`config.mk`:
```
export PLATFORM = sky130hd
export DESIGN_NAME = hostwr_device_flat
export DESIGN_NICKNAME = d
export VERILOG_FILES = /design/src/logic/hostwr_pkg.sv /design/src/logic/hostwr_if.sv /design/src/logic/hostwr_device.sv /design/src/flat_wrapper.sv
export VERILOG_INCLUDE_DIRS = /design/src /design/src/logic
export SDC_FILE = /design/constraint.sdc
export NUM_CORES = 1
export LEC_CHECK = 0
export ABC_AREA = 1
export BUFFER_PORTS_ARGS = -buffer_cell sky130_fd_sc_hd__buf_2
export CORE_ASPECT_RATIO = 0.75
export CORE_UTILIZATION = 49
export DETAILED_ROUTE_END_ITERATION = 16
export GPL_TIMING_DRIVEN = 0
export PLACE_DENSITY_LB_ADDON = 0.3
export SYNTH_ARGS = -nofsm -noshare
export SYNTH_HDL_FRONTEND = slang
export SYNTH_SLANG_ARGS = --single-unit
```
`constraint.sdc`:
```
create_clock -name clk -period 1.7 [get_ports clk]
set_input_delay 0.17 -clock clk [delete_from_list [all_inputs] [get_ports clk]]
set_output_delay 0.17 -clock clk [all_outputs]
set_load 0.05 [all_outputs]
```
`src/logic/hostwr_cfg.svh`:
```
// Timing constants and field widths shared by both ends of the write port.
// Overview of operation
// - Host ends cycle on handshake or worst time
// - Device drives handshake only under chip select
// - Write completes within 200/280 ns budget
// - Host holds strobe until handshake goes inactive
// - Cycle spans strobe assertion with chip select
// - Chip select never changes while strobe active
// - Handshake output disabled after reset
`ifndef HOSTWR_CFG_SVH
`define HOSTWR_CFG_SVH
`define CLK_PERIOD_NS 10
`define WRITE8_MAX_NS 200
`define WRITE16_MAX_NS 280
`define WRITE8_CYC (`WRITE8_MAX_NS / `CLK_PERIOD_NS)
`define WRITE16_CYC (`WRITE16_MAX_NS / `CLK_PERIOD_NS)
`define INT_WRITE_CYC 8
`define ACK_SETTLE_CYC 4
`define CNT_W 6
`define ADDR_W 16
`define DATA_W 16
`define SYNC_W 2
`define CNT_ZERO 6'h00
`define CNT_ONE 6'h01
`endif

```
`src/logic/hostwr_pkg.sv`:
```
// Types shared by both ends of the non-posted write port.
`include "hostwr_cfg.svh"
package hostwr_pkg;
  typedef logic [`ADDR_W-1:0] addr_t;
  typedef logic [`DATA_W-1:0] data_t;
  typedef logic [`CNT_W-1:0] cnt_t;
  typedef enum logic [2:0] {
    DS_IDLE = 3'h1,
    DS_BUSY = 3'h2,
    DS_DONE = 3'h4
  } dev_state_t;
  typedef enum logic [3:0] {
    HS_IDLE = 4'h1,
    HS_SETUP = 4'h2,
    HS_STROBE = 4'h4,
    HS_GAP = 4'h8
  } host_state_t;
endpackage

```
`src/logic/hostwr_if.sv`:
```
// Pin-level interface joining the host and the device write port.
`timescale 1ns/1ns
`include "hostwr_cfg.svh"
interface hostwr_if;
  logic cs_n;
  logic wr_n;
  logic rd_wr;
  logic bus_enable_strobe;
  logic [`ADDR_W-1:0] addr;
  logic [`DATA_W-1:0] data;
  logic wait_ack_o;
  logic wait_ack_oe;
  modport host (
    output cs_n, wr_n, rd_wr, bus_enable_strobe, addr, data,
    input wait_ack_o, wait_ack_oe
  );
  modport device (
    input cs_n, wr_n, rd_wr, bus_enable_strobe, addr, data,
    output wait_ack_o, wait_ack_oe
  );
endinterface

```
`src/logic/hostwr_device.sv`:
```
// Device end: accepts non-posted writes and drives the wait handshake.
`timescale 1ns/1ns
module hostwr_device (
  input wire logic clk,
  input wire logic rstn,
  hostwr_if.device bus,
  input wire logic ack_enable,
  input wire logic wide_bus,
  input wire logic enable_scheme,
  output logic wr_valid,
  output hostwr_pkg::addr_t wr_addr,
  output hostwr_pkg::data_t wr_data,
  output logic budget_overrun
);
  import hostwr_pkg::*;

  logic [`SYNC_W-1:0] cs_s_q, wr_s_q, en_s_q, dir_s_q;
  logic cs_act, strobe_act;
  dev_state_t st_q, st_d;
  cnt_t cnt_q, cnt_d;
  addr_t addr_q, addr_d;
  data_t data_q, data_d;
  logic valid_q, valid_d;
  logic over_q, over_d;
  cnt_t budget;

  // Strobe and select pins are asynchronous to clk, so each passes two flops first.
  always_ff @(posedge clk or negedge rstn) begin
    if (!rstn) begin
      cs_s_q <= '0;
      wr_s_q <= '0;
      en_s_q <= '0;
      dir_s_q <= '0;
    end else begin
      cs_s_q <= {cs_s_q[0], ~bus.cs_n};
      wr_s_q <= {wr_s_q[0], ~bus.wr_n};
      en_s_q <= {en_s_q[0], bus.bus_enable_strobe};
      dir_s_q <= {dir_s_q[0], ~bus.rd_wr};
    end
  end

  // Write strobe decode for either signalling scheme.
  assign cs_act = cs_s_q[1];
  assign strobe_act = cs_act & (enable_scheme ?
                      (en_s_q[1] & dir_s_q[1]) : wr_s_q[1]);
  // Wider bus gets the longer budget; the internal write fits either.
  assign budget = wide_bus ? cnt_t'(`WRITE16_CYC) :
                  cnt_t'(`WRITE8_CYC);

  // Next state: latch at strobe, count the internal write, wait release.
  always_comb begin
    st_d = st_q;
    cnt_d = cnt_q;
    addr_d = addr_q;
    data_d = data_q;
    valid_d = 1'b0;
    over_d = over_q;
    unique case (st_q)
      DS_IDLE: begin
        if (strobe_act) begin
          st_d = DS_BUSY;
          cnt_d = `CNT_ONE;
          addr_d = bus.addr;
          data_d = bus.data;
        end
      end
      DS_BUSY: begin
        cnt_d = cnt_q + `CNT_ONE;
        if (cnt_q >= cnt_t'(`INT_WRITE_CYC)) begin
          st_d = DS_DONE;
          valid_d = 1'b1;
          over_d = over_q | (cnt_q > budget);
        end
      end
      DS_DONE: begin
        if (!strobe_act) begin
          st_d = DS_IDLE;
        end
      end
    endcase
  end

  always_ff @(posedge clk or negedge rstn) begin
    if (!rstn) begin
      st_q <= DS_IDLE;
      cnt_q <= `CNT_ZERO;
      addr_q <= '0;
      data_q <= '0;
      valid_q <= 1'b0;
      over_q <= 1'b0;
    end else begin
      st_q <= st_d;
      cnt_q <= cnt_d;
      addr_q <= addr_d;
      data_q <= data_d;
      valid_q <= valid_d;
      over_q <= over_d;
    end
  end

  // Pin is released when disabled, so a grounded board pin never fights.
  assign bus.wait_ack_oe = ack_enable & ~bus.cs_n;
  // Wait is active low: high means the host may finish.
  assign bus.wait_ack_o = ~(st_q == DS_BUSY ||
                          (st_q == DS_IDLE && strobe_act));
  assign wr_valid = valid_q;
  assign wr_addr = addr_q;
  assign wr_data = data_q;
  assign budget_overrun = over_q;
endmodule

```
`src/flat_wrapper.sv`:
```
// flat-port wrapper written by rule: the top's interface ports become plain ports
module hostwr_device_flat import hostwr_pkg::*;
  (clk, rstn, ack_enable, wide_bus, enable_scheme, wr_valid, wr_addr, wr_data, budget_overrun, bus_cs_n, bus_wr_n, bus_rd_wr, bus_bus_enable_strobe, bus_addr, bus_data, bus_wait_ack_o, bus_wait_ack_oe);
  hostwr_if bus_i ();
  input wire logic clk;
  input wire logic rstn;
  input wire logic ack_enable;
  input wire logic wide_bus;
  input wire logic enable_scheme;
  output logic wr_valid;
  output hostwr_pkg::addr_t wr_addr;
  output hostwr_pkg::data_t wr_data;
  output logic budget_overrun;
  input wire logic [$bits(bus_i.cs_n)-1:0] bus_cs_n;
  input wire logic [$bits(bus_i.wr_n)-1:0] bus_wr_n;
  input wire logic [$bits(bus_i.rd_wr)-1:0] bus_rd_wr;
  input wire logic [$bits(bus_i.bus_enable_strobe)-1:0] bus_bus_enable_strobe;
  input wire logic [$bits(bus_i.addr)-1:0] bus_addr;
  input wire logic [$bits(bus_i.data)-1:0] bus_data;
  output wire logic [$bits(bus_i.wait_ack_o)-1:0] bus_wait_ack_o;
  output wire logic [$bits(bus_i.wait_ack_oe)-1:0] bus_wait_ack_oe;
  assign bus_i.cs_n = bus_cs_n;
  assign bus_i.wr_n = bus_wr_n;
  assign bus_i.rd_wr = bus_rd_wr;
  assign bus_i.bus_enable_strobe = bus_bus_enable_strobe;
  assign bus_i.addr = bus_addr;
  assign bus_i.data = bus_data;
  assign bus_wait_ack_o = bus_i.wait_ack_o;
  assign bus_wait_ack_oe = bus_i.wait_ack_oe;
  hostwr_device u_core (.clk(clk), .rstn(rstn), .bus(bus_i), .ack_enable(ack_enable), .wide_bus(wide_bus), .enable_scheme(enable_scheme), .wr_valid(wr_valid), .wr_addr(wr_addr), .wr_data(wr_data), .budget_overrun(budget_overrun));
endmodule
```
==> results.md <==
Run status:
- The run finished with clean final reports.

Logic synthesis:
- Counting every net in the synthesized netlist gives 275.
- The number of storage elements in the synthesis netlist is 51.
- The number of distinct library cells after synthesis is 22.
- The number of synthesis warnings is 0.
- Dividing the synthesized area by the synthesized cell count gives 9.53 µm².
- The cell area that synthesis handed to floorplanning was 2200 µm².
- Sequential elements use around three fifths of the synthesized area.
- Synthesis handed over a netlist of 231 instances.

Setup path:
- The arrival time reported for the critical path endpoint is 1.43 ns.
- Grouping stages by cell kind, the critical path spends the most delay in flip-flops.
- For the worst setup path, the data required time is 1.53 ns.
- By startpoint and endpoint, the worst setup path is classified as register to output pin.
- On the worst path, the slowest cell contributes a delay of 0.54 ns.
- On the critical path, the stage with the largest delay is an instance of dfstp_2.
- Along the worst path, the maximum fanout reaches 3.
- The number of buffers and inverters on the critical path is 3.
- The type of destination of the critical path is an output pin.
- The startpoint type of the worst setup path is a register.
- The most numerous cell type found on the critical path is inv_2.
- The signal on the critical path passes through inv_2 > nor3_4 > nand3_4 > nand2_4 > inv_2 > buf_6.

Route:
- The total DRC errors in the routed layout is 0.
- In this run, the number of DRC markers left after iteration 0 of detailed routing was 91.
- Before antenna repair, the detailed router went through 4 iterations.
- The routed via count is 1703.
- The average detailed-routed wire length per instance is around 11 µm.
- The final routed wirelength across all metal layers is 4200 µm.
- The average vias per placed instance is 4.53.
- The antenna violation net count after detailed routing is 0.

Timing:
- Summed over all failing endpoints, the final setup total negative slack is 0 ns.
- For the pin with the worst max-slew slack, the measured transition is 1.07 ns.
- In this run the tightest slew margin relative to its limit is 28.7%.
- The worst setup skew after layout is 0.00507 ns.
- The smallest clock period supported by the final layout is computed as 1.60 ns.
- The number of hold-slack violations in the final timing report is 0.
- The final critical path takes up 94.3% of the cycle.
- The final setup violation count is 0.
- Setup repair after global routing left no endpoint under its margin.
- For this run, the top clock speed supported by timing is 0.624 GHz.
- Setup slack closes at 0.0970 ns.
- The number of pins exceeding their max-slew limit in the final report is 0.

Clock network:
- The clock passes through at most 2 buffers.
- The clock sink count is 51.
- The cell sitting at the root of the clock tree is a clkbuf_8.
- After clock tree synthesis, the clock-pin slew on the worst setup and hold paths is 0.09 ns.
- The H-tree generated during clock tree synthesis spans 2 levels.
- The TritonCTS clock tree is built.
- The clock insertion delay at the later pin of the skew report is about 0.29 ns.
- Clock tree synthesis inserted a total of 5 buffers.

Floorplan:
- The initial cell density of the core is between 50% and 60%.
- Row generation in the floorplan step produced 20 rows.
- Measured along the x axis, the die boundary spans 79.4 µm.
- The placeable core region is 4180 µm².
- The floorplan step set the die height to 60.1 µm.
- Pin placement for this block handled 77 I/O pins.
- The floorplan die area is 4770 µm².

Placement:
- The congestion estimate from routability-driven global placement came to between 0.7 and 0.8.
- The detailed placer's ending HPWL is around 3000 µm.
- The placement-stage worst setup slack is 0.109 ns.
- During placement, the flow inserted port buffers numbering 76.

Power:
- The power per unit of standard cell area is 2070 nW/µm².
- The peak supply drop is 1220 µV.
- The leakage power is 0.00165 µW.

GRT:
- The global route total overflow is 0.
- Entering global routing, the biggest net connects 52 pins.
- The total global-route track usage is about a fifth.
- The via count of the first global-routing pass was about 1700.
- The initial antenna violation count was 0.
- The first global-routing pass estimated 7000 µm of wire.

Final layout:
- The diode insertion count for antenna repair is 0.
- The final net count is 364.
- The library cell used most frequently in the layout, excluding fill and tap cells, is buf_2.
- Relative to the synthesized area, the layout overhead comes to 28.4%.
- Cells with a size suffix above 1 make up 37.1% of the layout.
- The top cell types in the final layout, fill and taps aside, are buf_2 (75), nand2_1 (56), dfrtp_1 (50).

Worst hold path:
- The min-delay analysis places its worst path in the category input port to register.

Job:
- The number of violations of the max-capacitance limit is 0.
## path summary, 6_finish.rpt
kind | startpoint | end | depth (start not counted) | slack [ns]
hold reg to reg | u_core.en_s_q[0] | u_core.en_s_q[1] | 0 | 0.36
setup reg to reg | u_core.st_q[0] | u_core.wr_data[2] | 8 | 0.1
setup / recovery | u_core.st_q[0] | bus_wait_ack_o | 6 | 0.1
min in group asynchronous | rstn | u_core.en_s_q[1] | 1 | 0.07
hold / removal | bus_cs_n | u_core.cs_s_q[0] | 2 | 0.04
max in group asynchronous | rstn | u_core.wr_data[4] | 1 | 0.98
## logic make-up (layout without fill, tap and decap cells)
kind of cell             after synthesis  count (layout)  share of synthesized area (%)
flip-flops                            51              51                           58.0
buffers and inverters                 57             147                           12.0
XOR/XNOR                               1               1                          0.398
AND/OR/NAND/NOR                       80              80                           16.5
AO/OA/AOI/OAI                         39              39                           11.4
adder cells (fa/ha/maj)                3               3                           1.70
## power breakdown
part | total, µW | switching, µW | leakage, µW | internal [µW]
clock network | 847 | 371 | 0.0000612 | 476
logic | 2960 | 2160 | 0.000930 | 796
registers | 2030 | 327 | 0.000655 | 1700
## synth_stat cells (all sizes together)
| cell type | count | share of area [%] |
|---|---|---|
| ha | 3 | 1.7 |
| a21oi | 1 | 0.23 |
| nor2 | 7 | 1.2 |
| nand2 | 57 | 10 |
| o21ai | 37 | 11 |
| dfstp | 1 | 1.2 |
| or2 | 1 | 0.28 |
| inv | 49 | 8.4 |
| nor3 | 3 | 1.7 |
| nand3 | 12 | 3.3 |
| xnor2 | 1 | 0.40 |
| dfrtp | 50 | 57 |
| o21bai | 1 | 0.34 |
| buf | 8 | 3.6 |
## routing by layer
metal	track usage, %	vias up	wire (µm)	part of all wire, %
li1	-	875	-	-
met1	23.7	775	1980	47
met2	34.4	51	1950	47
met3	7.48	2	238	5.7
met4	5.19	0	18	0.43
met5	0	-	0	0
## metrics by stage
stage	utilization (%)	area, µm²	hold slack [ns]	instances	power, µW
detailed placement	63.4	2650	0.287	362	4970
global placement	63.4	2650	0.290	362	4900
floorplan	-	2200	-0.126	231	4280
finish	67.6	2830	0.0398	376	5840
global route	67.6	2830	0.0210	376	6200
CTS	67.5	2820	0.000144	375	5890
## flip-flops by register name (all words and copies together), names as in the netlist
register	flops
u_core.wr_s_q	2
u_core.wr_valid	1
u_core.wr_data	16
u_core.budget_overrun	1
u_core.en_s_q	2
u_core.dir_s_q	2
u_core.st_q	3
u_core.cs_s_q	2
u_core.wr_addr	16
u_core.cnt_q	6
## final cells by class
type                       count  area, µm²
buffer                         6       63.8
clock buffer                   6       82.6
clock inverter                 2       35.0
fill                         365       1350
inverter                      49        184
multi-input combinational    123        661
sequential                    51       1280
tap                           55       68.8
timing repair buffer          84        454
## repair_timing
item	4_1_cts	5_1_grt
endpoints found under the hold margin	1	2
hold buffers	1	2
buffers inserted	4	1
pin swaps	3	2
resized for setup	4	0
setup endpoints to repair	1	1
Note: power is estimated with default switching activity, not from simulation.
